`src/rtl/adcsq_pkg.sv`:
```
// Purpose: shared constants for the converter sequencer register block
// Assumes: 32-bit APB, one register per aligned word
// Notes:   offsets are byte addresses
`default_nettype none
package adcsq_pkg;
  // register byte offsets
  localparam logic [7:0] OFS_CONTROL    = 8'h00;  // converter_control
  localparam logic [7:0] OFS_RES_HIGH   = 8'h04;  // result_high_byte
  localparam logic [7:0] OFS_RES_LOW    = 8'h08;  // result_low_nibble
  localparam logic [7:0] OFS_CLK_CFG    = 8'h0C;  // converter_clock_config
  localparam logic [7:0] OFS_PIN_CFG    = 8'h10;  // analog pin enables
  localparam logic [7:0] OFS_IRQ_STATUS = 8'h14;  // sticky events, read only
  localparam logic [7:0] OFS_IRQ_CLEAR  = 8'h18;  // write one to clear
  localparam logic [7:0] OFS_IRQ_ENABLE = 8'h1C;  // event mask
  // field positions
  localparam int CTL_START_BIT  = 7;  // start control bit
  localparam int CTL_BUSY_BIT   = 6;  // conversion_busy_flag
  localparam int CLK_OFF_BIT    = 6;  // converter power off (eight-input build)
  localparam int CLK_DIV_W      = 3;  // clock_divider_select width
  localparam int RES_W          = 12; // result width
  localparam int IRQ_DONE_BIT   = 0;  // end-of-conversion event
  // reset values
  localparam logic       RST_BUSY    = 1'b1;
  localparam logic       RST_START   = 1'b0;
  localparam logic       RST_CONV_OFF = 1'b1;
  localparam logic [2:0] RST_DIV     = 3'h0;
  // divider codes
  localparam logic [2:0] DIV_CODE_2   = 3'h0;
  localparam logic [2:0] DIV_CODE_8   = 3'h1;
  localparam logic [2:0] DIV_CODE_32  = 3'h2;
  localparam logic [2:0] DIV_CODE_1   = 3'h4;
  localparam logic [2:0] DIV_CODE_4   = 3'h5;
  localparam logic [2:0] DIV_CODE_16  = 3'h6;
  // converter clock periods per conversion
  localparam int CONV_TICKS = 16;
  localparam int DIV_CNT_W  = 5;
  // engine states
  typedef enum logic [1:0] {ENG_IDLE, ENG_RUN} adcsq_eng_state_type;
endpackage
`default_nettype wire

```
`src/rtl/adcsq_eng_if.sv`:
```
// Purpose: link between the register block and the conversion engine
// Assumes: single pclk domain
// Notes:   ctrl drives requests, eng answers
`default_nettype none
interface adcsq_eng_if;
  logic       hold_reset;  // converter held in reset
  logic       launch;      // one-cycle conversion start
  logic [2:0] div_code;    // clock_divider_select
  logic       tick;        // converter clock enable pulse
  logic       done;        // one-cycle end of conversion
  logic       running;     // conversion under way
  modport ctrl (output hold_reset, output launch, output div_code,
                input tick, input done, input running);
  modport eng  (input hold_reset, input launch, input div_code,
                output tick, output done, output running);
endinterface
`default_nettype wire

```
`src/rtl/adcsq_conv_engine.sv`:
```
// Purpose: converter clock divider and conversion period counter
// Assumes: launch is a single-cycle pulse
// Notes:   undefined divider codes fall back to the slowest ratio
`default_nettype none
module adcsq_conv_engine (
  input  wire logic  pclk,
  input  wire logic  presetn,
  adcsq_eng_if.eng   eng
);
  // terminal count of the divider for each select code
  function automatic logic [4:0] div_last(input logic [2:0] code);
    case (code)
      adcsq_pkg::DIV_CODE_1:  div_last = 5'h00;
      adcsq_pkg::DIV_CODE_2:  div_last = 5'h01;
      adcsq_pkg::DIV_CODE_4:  div_last = 5'h03;
      adcsq_pkg::DIV_CODE_8:  div_last = 5'h07;
      adcsq_pkg::DIV_CODE_16: div_last = 5'h0F;
      adcsq_pkg::DIV_CODE_32: div_last = 5'h1F;
      default:                div_last = 5'h1F;  // undefined code, keep it slow
    endcase
  endfunction

  logic [4:0]                    div_q;    // divider count
  logic [4:0]                    cnt_q;    // converter periods elapsed
  adcsq_pkg::adcsq_eng_state_type state_q; // engine state

  // free-running divider; restarts when the count passes a new, lower limit
  always_ff @(posedge pclk or negedge presetn) begin
    if (!presetn) begin
      div_q <= 5'h00;
    end else if (div_q >= div_last(eng.div_code)) begin
      div_q <= 5'h00;
    end else begin
      div_q <= div_q + 5'h01;
    end
  end
  assign eng.tick = (div_q >= div_last(eng.div_code));

  // conversion runs a fixed number of converter clock periods
  always_ff @(posedge pclk or negedge presetn) begin
    if (!presetn) begin
      state_q <= adcsq_pkg::ENG_IDLE;
      cnt_q   <= 5'h00;
    end else begin
      case (state_q)
        adcsq_pkg::ENG_IDLE: begin
          cnt_q <= 5'h00;
          if (eng.launch && !eng.hold_reset) begin
            state_q <= adcsq_pkg::ENG_RUN;
          end
        end
        adcsq_pkg::ENG_RUN: begin
          if (eng.hold_reset) begin
            state_q <= adcsq_pkg::ENG_IDLE;  // aborted by a raised start bit
          end else if (eng.tick) begin
            if (cnt_q == 5'(adcsq_pkg::CONV_TICKS - 1)) begin
              state_q <= adcsq_pkg::ENG_IDLE;
            end
            cnt_q <= cnt_q + 5'h01;
          end
        end
        default: state_q <= adcsq_pkg::ENG_IDLE;
      endcase
    end
  end
  assign eng.running = (state_q == adcsq_pkg::ENG_RUN);
  assign eng.done    = eng.running && !eng.hold_reset && eng.tick
                       && (cnt_q == 5'(adcsq_pkg::CONV_TICKS - 1));
endmodule
`default_nettype wire

```
`src/rtl/adcsq_regs.sv`:
```
// Purpose: APB register block and start sequencing for a 12-bit converter
// Assumes: converter core result is synchronous to pclk
// Notes:   one wait state on every APB access
//
// Contract
// - result is unsigned and twelve bits
// - high byte holds result bits 11..4
// - low register upper nibble holds bits 3..0
// - unimplemented bits read zero, ignore writes
// - result registers updated when conversion completes
// - start low-high-low launches one conversion
// - start held high resets converter, busy set
// - busy shows progress; resets busy 1, start 0
// - one converter shared, channel select routes input
// - two, four or eight inputs, select width
// - eight inputs: binary channel index
// - pin enable one makes pin analog
// - eight inputs: enable zero returns digital pin
// - small builds: all zero powers converter down
// - busy clears itself at conversion end
// - conversion end sets flag, raises interrupt
// - converter clock divided by selected ratio
//
// Design decisions made here: the register offsets and the APB interface to the registers.
`default_nettype none
module adcsq_regs #(
  parameter int NUM_CH = 8  // analog inputs: 2, 4 or 8
) (
  input  wire logic                 pclk,
  input  wire logic                 presetn,
  input  wire logic                 psel,
  input  wire logic                 penable,
  input  wire logic                 pwrite,
  input  wire logic [7:0]           paddr,
  input  wire logic [31:0]          pwdata,
  output logic      [31:0]          prdata,
  output logic                      pready,
  output logic                      pslverr,
  input  wire logic [11:0]          conv_result,
  output logic      [2:0]           mux_sel,
  output logic      [7:0]           analog_pin_en,
  output logic                      conv_reset,
  output logic                      conv_power_down,
  output logic                      conv_clk_en,
  output logic                      irq
);
  // select width follows the input count
  localparam int SEL_W = (NUM_CH == 8) ? 3 : ((NUM_CH == 4) ? 2 : 1);

  // maps an APB byte offset onto a valid flag
  function automatic logic addr_known(input logic [7:0] a);
    case (a)
      adcsq_pkg::OFS_CONTROL, adcsq_pkg::OFS_RES_HIGH, adcsq_pkg::OFS_RES_LOW,
      adcsq_pkg::OFS_CLK_CFG, adcsq_pkg::OFS_PIN_CFG, adcsq_pkg::OFS_IRQ_STATUS,
      adcsq_pkg::OFS_IRQ_CLEAR, adcsq_pkg::OFS_IRQ_ENABLE: addr_known = 1'b1;
      default: addr_known = 1'b0;
    endcase
  endfunction

  adcsq_eng_if eng_if ();  // link to the conversion engine

  // register state
  logic                start_q;       // start control bit
  logic                busy_q;        // conversion_busy_flag
  logic [SEL_W-1:0]    chan_sel_q;    // channel_select
  logic [2:0]          div_sel_q;     // clock_divider_select
  logic                conv_off_q;    // power off, eight-input build only
  logic [NUM_CH-1:0]   pin_en_q;      // analog pin enables
  logic [11:0]         result_q;      // last converted value
  logic                launch_q;      // one-cycle conversion launch
  logic                done_d1_q;     // result stored, busy falls next
  logic                irq_status_q;  // sticky end-of-conversion event
  logic                irq_enable_q;  // event mask
  logic                pready_q;      // access wait state done
  logic [31:0]         prdata_q;      // read data
  logic [31:0]         rd_d;          // read data mux
  logic                acc_phase;     // access phase of a transfer
  logic                wr_en;         // write takes effect this edge
  logic                start_wr;      // control write this edge
  logic                start_new;     // start value being written

  // a write completes only on the edge where pready is seen high
  assign acc_phase = psel && penable;
  assign wr_en     = acc_phase && pready_q && pwrite && addr_known(paddr);
  assign start_wr  = wr_en && (paddr == adcsq_pkg::OFS_CONTROL);
  assign start_new = pwdata[adcsq_pkg::CTL_START_BIT];

  // one wait state gives time to register the read data
  always_ff @(posedge pclk or negedge presetn) begin
    if (!presetn) begin
      pready_q <= 1'b0;
    end else begin
      pready_q <= acc_phase && !pready_q;
    end
  end
  assign pready  = pready_q;
  assign pslverr = pready_q && acc_phase && !addr_known(paddr);  // unmapped answers error

  // read mux; every unlisted bit is a constant zero
  always_comb begin
    rd_d = 32'h0000_0000;
    case (paddr)
      adcsq_pkg::OFS_CONTROL: begin
        rd_d[adcsq_pkg::CTL_START_BIT] = start_q;
        rd_d[adcsq_pkg::CTL_BUSY_BIT]  = busy_q;
        rd_d[SEL_W-1:0]                = chan_sel_q;
      end
      adcsq_pkg::OFS_RES_HIGH: rd_d[7:0] = result_q[11:4];
      adcsq_pkg::OFS_RES_LOW:  rd_d[7:4] = result_q[3:0];
      adcsq_pkg::OFS_CLK_CFG: begin
        rd_d[adcsq_pkg::CLK_DIV_W-1:0] = div_sel_q;
        rd_d[adcsq_pkg::CLK_OFF_BIT]   = (NUM_CH == 8) ? conv_off_q : 1'b0;
      end
      adcsq_pkg::OFS_PIN_CFG:    rd_d[NUM_CH-1:0] = pin_en_q;
      adcsq_pkg::OFS_IRQ_STATUS: rd_d[adcsq_pkg::IRQ_DONE_BIT] = irq_status_q;
      adcsq_pkg::OFS_IRQ_ENABLE: rd_d[adcsq_pkg::IRQ_DONE_BIT] = irq_enable_q;
      default: rd_d = 32'h0000_0000;  // clear register and unmapped read zero
    endcase
  end

  // read data captured during the wait state, held until the next read access
  always_ff @(posedge pclk or negedge presetn) begin
    if (!presetn) begin
      prdata_q <= 32'h0000_0000;
    end else if (acc_phase && !pready_q && !pwrite) begin
      prdata_q <= rd_d;
    end
  end
  assign prdata = prdata_q;

  // channel select: only the implemented bits are stored
  always_ff @(posedge pclk or negedge presetn) begin
    if (!presetn) begin
      chan_sel_q <= '0;
    end else if (start_wr) begin
      chan_sel_q <= pwdata[SEL_W-1:0];
    end
  end

  // clock configuration and pin enables
  always_ff @(posedge pclk or negedge presetn) begin
    if (!presetn) begin
      div_sel_q  <= adcsq_pkg::RST_DIV;
      conv_off_q <= adcsq_pkg::RST_CONV_OFF;
      pin_en_q   <= '0;
    end else if (wr_en) begin
      if (paddr == adcsq_pkg::OFS_CLK_CFG) begin
        div_sel_q  <= pwdata[adcsq_pkg::CLK_DIV_W-1:0];
        conv_off_q <= pwdata[adcsq_pkg::CLK_OFF_BIT];
      end
      if (paddr == adcsq_pkg::OFS_PIN_CFG) begin
        pin_en_q <= pwdata[NUM_CH-1:0];
      end
    end
  end

  // start bit; the falling write of a raised start bit launches once
  always_ff @(posedge pclk or negedge presetn) begin
    if (!presetn) begin
      start_q  <= adcsq_pkg::RST_START;
      launch_q <= 1'b0;
    end else begin
      launch_q <= start_wr && start_q && !start_new;
      if (start_wr) begin
        start_q <= start_new;
      end
    end
  end

  // busy flag: set while start is up or a conversion runs, cleared after result;
  // a raising start write sets busy on the same edge as start, so that software
  // never sees start high with busy low after an earlier conversion
  always_ff @(posedge pclk or negedge presetn) begin
    if (!presetn) begin
      busy_q <= adcsq_pkg::RST_BUSY;
    end else if (start_q || launch_q || (start_wr && start_new)) begin
      busy_q <= 1'b1;
    end else if (done_d1_q) begin
      busy_q <= 1'b0;
    end
  end

  // result stored first, busy and the event follow a cycle later
  always_ff @(posedge pclk or negedge presetn) begin
    if (!presetn) begin
      result_q  <= 12'h000;
      done_d1_q <= 1'b0;
    end else begin
      done_d1_q <= eng_if.done;
      if (eng_if.done) begin
        result_q <= conv_result;
      end
    end
  end

  // sticky event; a new event wins over a clear in the same cycle
  always_ff @(posedge pclk or negedge presetn) begin
    if (!presetn) begin
      irq_status_q <= 1'b0;
      irq_enable_q <= 1'b0;
    end else begin
      if (done_d1_q) begin
        irq_status_q <= 1'b1;
      end else if (wr_en && paddr == adcsq_pkg::OFS_IRQ_CLEAR
                   && pwdata[adcsq_pkg::IRQ_DONE_BIT]) begin
        irq_status_q <= 1'b0;
      end
      if (wr_en && paddr == adcsq_pkg::OFS_IRQ_ENABLE) begin
        irq_enable_q <= pwdata[adcsq_pkg::IRQ_DONE_BIT];
      end
    end
  end
  assign irq = irq_status_q && irq_enable_q;

  // engine hookup
  assign eng_if.hold_reset = start_q;
  assign eng_if.launch     = launch_q;
  assign eng_if.div_code   = div_sel_q;

  adcsq_conv_engine u_engine (
    .pclk    (pclk),
    .presetn (presetn),
    .eng     (eng_if.eng)
  );

  // analog side: the binary index drives the shared converter's multiplexer
  assign mux_sel         = 3'(chan_sel_q);
  assign analog_pin_en   = 8'(pin_en_q);
  assign conv_reset      = start_q;
  assign conv_clk_en     = eng_if.tick && eng_if.running;
  // small builds power down when no pin is analog; the wide build has its own bit
  assign conv_power_down = (NUM_CH == 8) ? conv_off_q : (pin_en_q == '0);
endmodule
`default_nettype wire

```
`config.mk`:
```
export PLATFORM = sky130hd
export DESIGN_NAME = adcsq_regs
export DESIGN_NICKNAME = d
export VERILOG_FILES = /design/src/rtl/adcsq_pkg.sv /design/src/rtl/adcsq_eng_if.sv /design/src/rtl/adcsq_conv_engine.sv /design/src/rtl/adcsq_regs.sv
export SDC_FILE = /design/constraint.sdc
export NUM_CORES = 1
export LEC_CHECK = 0
export ABC_AREA = 1
export ABC_CLOCK_PERIOD_IN_PS = 2650
export BUFFER_PORTS_ARGS = -buffer_cell sky130_fd_sc_hd__buf_2
export CAP_MARGIN = 5
export CORE_MARGIN = 2
export CORE_UTILIZATION = 46
export DETAILED_ROUTE_END_ITERATION = 16
export PLACE_DENSITY = 0.75
export SLEW_MARGIN = 20
export SYNTH_ARGS = -nofsm -noshare
export SYNTH_HDL_FRONTEND = slang
export SYNTH_HIERARCHICAL = 1
export SYNTH_SLANG_ARGS = --single-unit
export TNS_END_PERCENT = 50
```
`constraint.sdc`:
```
create_clock -name pclk -period 2.65 [get_ports pclk]
set_input_delay 0.265 -clock pclk [delete_from_list [all_inputs] [get_ports pclk]]
set_output_delay 0.265 -clock pclk [all_outputs]
set_load 0.05 [all_outputs]
```
Yosys cells after proc, flatten, opt, wreduce, memory -nomap -nowiden
Memory sizes are Yosys's and may differ from the RTL's.
Cells that the tools add are included.
Widths: inputs -> output; s select.
{"block": "classes", "add_sub_neg": 2, "magnitude_cmp": 1, "n_eq_ne": 18, "mux": 22, "n_reduce_logical": 38}
{"cell": "$eq 8x5->1 const B", "count": 4}
{"cell": "$pmux 5 s5", "count": 1}
{"cell": "$logic_and 1x1->1", "count": 20}
{"cell": "$eq 8x4->1 const B", "count": 2}
{"cell": "$mux 5", "count": 3}
{"cell": "$add 5x1->5 const B", "count": 2}
{"cell": "$pmux 5 s2", "count": 1}
{"cell": "$eq 3x3->1 const B", "count": 3}
{"cell": "$eq 8x3->1 const B", "count": 1}
{"cell": "$logic_not 8->1", "count": 1}
{"cell": "$mux 2", "count": 4}
{"cell": "$pmux 2 s4", "count": 1}
{"cell": "$logic_not 3->1", "count": 2}
{"cell": "$mux 1", "count": 6}
{"cell": "$pmux 1 s6", "count": 1}
{"cell": "$pmux 2 s3", "count": 1}
{"cell": "$reduce_and 3->1", "count": 2}
{"cell": "$reduce_bool 2->1", "count": 3}
{"cell": "$eq 5x4->1 const B", "count": 1}
{"cell": "$ge 5x5->1", "count": 1}
{"cell": "$logic_not 1->1", "count": 5}
{"cell": "$pmux 1 s5", "count": 1}
{"cell": "$ne 2x2->1 const B", "count": 2}
{"cell": "$pmux 1 s4", "count": 1}
{"cell": "other kinds (10)", "count": 12}
{"block": "word_totals", "regBits": 54, "rom_bits": 64, "input_bits": 57, "output_inout_bits": 49, "wordCells": 99, "n_memories": 2}
{"memory": "(no name shown)", "words": 32, "width": 1, "rd": 1, "rd_ports_with_merged_regs": 0, "write_ports": 0, "line": "adcsq_regs.sv:52", "rtl": "case (a)"}
{"memory": "(no name shown)", "words": 32, "width": 1, "rd": 1, "rd_ports_with_merged_regs": 0, "write_ports": 0, "line": "adcsq_regs.sv:52"}

Longest topological paths before layout
{"block": "depth", "ltp_word": 8, "depth_mapped": 12, "depth_no_buf": 10}

Cells and area by module
Netlist, hierarchy kept.
{"mod": "adcsq_regs", "n_inst": 1, "cells_each": 255, "area_each_um2": 2178.3, "seq_area_each_um2": 1053.5}
{"mod": "adcsq_conv_engine", "n_inst": 1, "cells_each": 86, "area_each_um2": 694.4, "seq_area_each_um2": 275.3}

Worst setup path before layout
No wires, ideal clock.
{"block": "synth_path", "path_type": "register to register", "startpoint": "reg div_sel_q[2]", "endpoint": "reg result_q[0]", "setup_time_ns": 0.125, "arrival_time_ns": 2.036, "t_required_ns": 2.525, "setup_slack_ns": 0.489, "stages_incl_launch_ff": 13, "n_path_buf": 2, "period_less_slack_ns": 2.161, "cell_sequence": "dfrtp_1 inv_1 o21ai_0 ha_1 nand2_1 nor2_1 nand2_1 nand3_2 buf_6 nand2_1 nor2_1 buf_2 mux2_2"}
{"block": "synth_between", "elab_chain_cells": 5, "word_cells_on_any_way": 9, "cone_classes": "1 x order compare; 4 x eq/ne; 1 x mux; 3 x reduce/logical"}
{"element": "start: declaration", "line": "adcsq_regs.sv:66", "rtl": "logic [2:0] div_sel_q;"}
{"element": "start signal: assignment", "line": "adcsq_regs.sv:143", "rtl": "div_sel_q <= adcsq_pkg::RST_DIV;"}
{"element": "start signal: assignment", "line": "adcsq_regs.sv:148", "rtl": "div_sel_q <= pwdata[adcsq_pkg::CLK_DIV_W-1:0];"}
{"element": "$eq 3x3->1, or another cell as far along", "line": "adcsq_conv_engine.sv:12", "rtl": "case (code)"}
{"element": "$pmux 5 s5 *", "line": "adcsq_conv_engine.sv:12"}
{"element": "$ge 5x5->1 *", "line": "adcsq_conv_engine.sv:37", "rtl": "assign eng.tick = (div_q >= div_last(eng.div_code));"}
{"element": "via eng_if.tick", "line": "adcsq_eng_if.sv:9", "rtl": "logic tick;"}
{"element": "$logic_and 1x1->1 *", "line": "adcsq_conv_engine.sv:67", "rtl": "assign eng.done = eng.running && !eng.hold_reset && eng.tick"}
{"element": "$logic_and 1x1->1 *", "line": "adcsq_conv_engine.sv:68", "rtl": "&& (cnt_q == 5'(adcsq_pkg::CONV_TICKS - 1));"}
{"element": "via eng_if.done", "line": "adcsq_eng_if.sv:10", "rtl": "logic done;"}
{"element": "end signal: assignment", "line": "adcsq_regs.sv:191", "rtl": "result_q <= conv_result;"}
{"element": "end: declaration", "line": "adcsq_regs.sv:69", "rtl": "logic [11:0] result_q;"}
The timed path passes the listed nets; every way through them passes the cells marked *.
A chain may end at the register's enable or synchronous reset.

Worst setup path after layout
{"block": "layout_path", "startpoint": "reg div_sel_q[2]", "endpoint": "out conv_clk_en"}
{"block": "layout_between", "elab_chain_cells": 4, "word_cells_on_any_way": 8, "cone_classes": "1 x order compare; 4 x eq/ne; 1 x mux; 2 x reduce/logical"}
{"element": "$eq 3x3->1, or another cell as far along", "line": "adcsq_conv_engine.sv:12"}
{"element": "$pmux 5 s5 *", "line": "adcsq_conv_engine.sv:12"}
{"element": "$ge 5x5->1 *", "line": "adcsq_conv_engine.sv:37"}
{"element": "via eng_if.tick", "line": "adcsq_eng_if.sv:9"}
{"element": "$logic_and 1x1->1 *", "line": "adcsq_regs.sv:230", "rtl": "assign conv_clk_en = eng_if.tick && eng_if.running;"}
{"element": "end: declaration", "line": "adcsq_regs.sv:44", "rtl": "output logic conv_clk_en,"}
Marks and branches as above.

==> results.json <==
{
  "rows": 28,
  "insertion_delay_ns": 0.31,
  "finClkSkew_ns": 0.007663,
  "syn_area_sq_um": 2873,
  "cts_buffers": 5,
  "synth_seq_cells": 53,
  "hold_viol": 3,
  "cts_tree": "done",
  "leakage_nw": 1.869,
  "yosys.area.top_type": "dfrtp_1",
  "post_synth_num_cell_types": 27,
  "p_per_area_nw_per_um2": 480.7,
  "first_pass_iters": 4,
  "synth_top_family_by_area": "simple AND/OR/NAND/NOR gates",
  "syn-instance-count": 341,
  "worstSetupStartpointType": "flop",
  "ys_seq_area_share_pct": 46.25,
  "yosys.area.top_type_share_pct": 44.43,
  "grt_pass1_wl_um": 10060,
  "placement.io_buffers": 57,
  "yosys.area_share.simple_pct": 26.39,
  "fin_ws_ns": 0.2966,
  "critPathKind": "flop to primary output",
  "hold_class": "primary input to async pin",
  "final_layout_size_suffix_gt1_share_pct": 24.75,
  "period_share_pct": 88.81,
  "arrival_ns": 2.09,
  "cts-root-buf": "clkbuf_8",
  "finalSetupViolCount": 0,
  "ant_nets": 0,
  "worst-path-max-fanout": 13,
  "final-max-slew-violation-count": 0,
  "start_util_pct": 47.95,
  "violations": "hold timing",
  "die_width_um": 83.03,
  "wire_per_inst_um": 12.48,
  "dp_slack_ns": 0.6328,
  "routed_wl_um": 5979,
  "drcViolationCount": 0,
  "dieHeight_um": 83.03,
  "muxShareOfSynthArea_pct": 4.704,
  "synthAdderAreaFrac_pct": 3.484,
  "dp_hpwl_um": 4576,
  "max_slew_margin_pct": 52.55,
  "clk_pin_slew_ns": 0.09,
  "ctsHoldBuffers": 0,
  "required_ns": 2.38,
  "htree_levels": 2,
  "cap_violations": 0,
  "antennaDiodeCount": 0,
  "grt_max_degree": 33,
  "dp.cells": 472,
  "yosys-top-cells-area": "dfrtp_1, nand2_1, buf_4",
  "fin_hold_ws_ns": -0.006130,
  "synth_xor_xnor_area_share_pct": 1.220,
  "routabilityCongestion": 0.8178,
  "outcome": "complete, but fails checks",
  "synthToLayoutAreaGrowth_pct": 13.46,
  "postPlaceCellArea_sq_um": 3156,
  "grt_setup_unrepaired": "no",
  "clock_path_buffers": 2,
  "fmax_ghz": 0.4249,
  "peakVddDrop_mv": 0.2473,
  "tns_ns": 0,
  "multi_input_area_sq_um": 1277,
  "antenna_found_initial": 0,
  "tightestPinTransition_ns": 0.7117,
  "final_cell_mix": "nand2_1, buf_2, dfrtp_1, inv_1, nand3_1",
  "nets": 469,
  "seq_area_sq_um": 1329,
  "postSynthAreaPerCell_sq_um": 8.425,
  "grt_pass1_vias": 2120,
  "ys.warnings.count": 6,
  "vias": 2368,
  "cts_resized": 0,
  "fillers": 571,
  "track_usage_pct": 18.01,
  "vias_per_cell": 4.944,
  "rr_worst_depth": 11,
  "coreArea_sq_um": 5991,
  "grt-ovfl-total": 0,
  "post_cts_buffers": 0,
  "die_area_sq_um": 6893,
  "final_core_util_pct": 54.41,
  "end_kind": "primary output",
  "total_power_mw": 1.567,
  "pin_count": 106,
  "postLayoutCellArea_sq_um": 3259,
  "layout_commonest_cell": "nand2_1",
  "cts_sinks": 53,
  "drt_iter0_markers": 164,
  "finalCriticalPeriod_ns": 2.353,
  "synth_compound_area_share_pct": 5.531,
  "fin_cells": 479
}
-- registers in the layout, summed over array words and instances, names as in the netlist, 3 cells and up --
signal and count:
div_sel_q 3, u_engine/cnt_q 5, mux_sel 3, u_engine/div_q 5
result_q 12, prdata 8, analog_pin_en 8
-- worst max-delay path, stage by stage, from the launching register on --
cell and delay [ns]:
dfrtp_1 0.42, inv_1 0.09, o21ai_0 0.09, ha_1 0.31, nand2_1 0.08, nor2_1 0.10, nand2_1 0.07, nand3_2 0.07
buf_4 0.18, nand2_1 0.07, inv_1 0.06, buf_2 0.25
-- Yosys cell counts --
cell / number
a211oi_1: 1
a21oi_1: 8
a31oi_1: 1
buf_2: 2
buf_4: 24
buf_6: 2
clkinv_2: 1
conb_1: 1
dfrtp_1: 51
dfstp_2: 2
ha_1: 8
inv_1: 35
inv_2: 1
mux2_2: 12
nand2_1: 94
nand2_2: 4
nand3_1: 32
nand3_2: 2
nand4_1: 8
nor2_1: 22
nor2_2: 2
nor2_4: 4
nor3_1: 2
o21ai_0: 14
o21ai_2: 4
xnor2_1: 1
xor2_1: 3
-- cells by family after synthesis --
logic type	count (synthesis)
adders and majority gates	8
AOI/OAI and AO/OA	28
other	1
DFF	53
muxes	12
buffers and inverters	65
xor gates and xnor gates	4
and+or+nand+nor	170
-- worst paths after layout --
path                               from           endpoint  slack [ns]
min                             presetn  u_engine/div_q[1]      -0.006
min in group pclk             pwdata[7]      eng_if.launch        0.15
min reg2reg                   done_d1_q       irq_status_q        0.47
max                        div_sel_q[2]        conv_clk_en        0.30
max in group asynchronous       presetn   analog_pin_en[4]        1.99
max reg2reg                div_sel_q[2]       result_q[11]        0.59
-- area by class of cell --
cell class / count / area share, %
Multi-Input combinational cell: 246 / 39.19
Tap cell: 75 / 2.879
Clock buffer: 5 / 2.111
Sequential cell: 53 / 40.77
Clock inverter: 2 / 1.075
Timing Repair Buffer: 61 / 9.674
Inverter: 37 / 4.299
-- per-layer routing --
metal | routed length, um | part of all wire [%] | vias up | GRT usage (%)
li1 | - | - | 1167 | -
met5 | 0 | 0 | - | 0
met2 | 2789 | 47 | 78 | 28.23
met4 | 84 | 1.4 | 0 | 6.408
met3 | 333 | 5.6 | 6 | 4.076
met1 | 2771 | 46 | 1117 | 24.60
-- power breakdown --
group	internal, mW	total (mW)	switching [mW]
clock network	0.275	0.533	0.258
logic	0.0383	0.209	0.171
registers	0.818	0.824	0.00638
total	1.13	1.57	0.436
No activity file was read; power rests on OpenSTA's default activity.
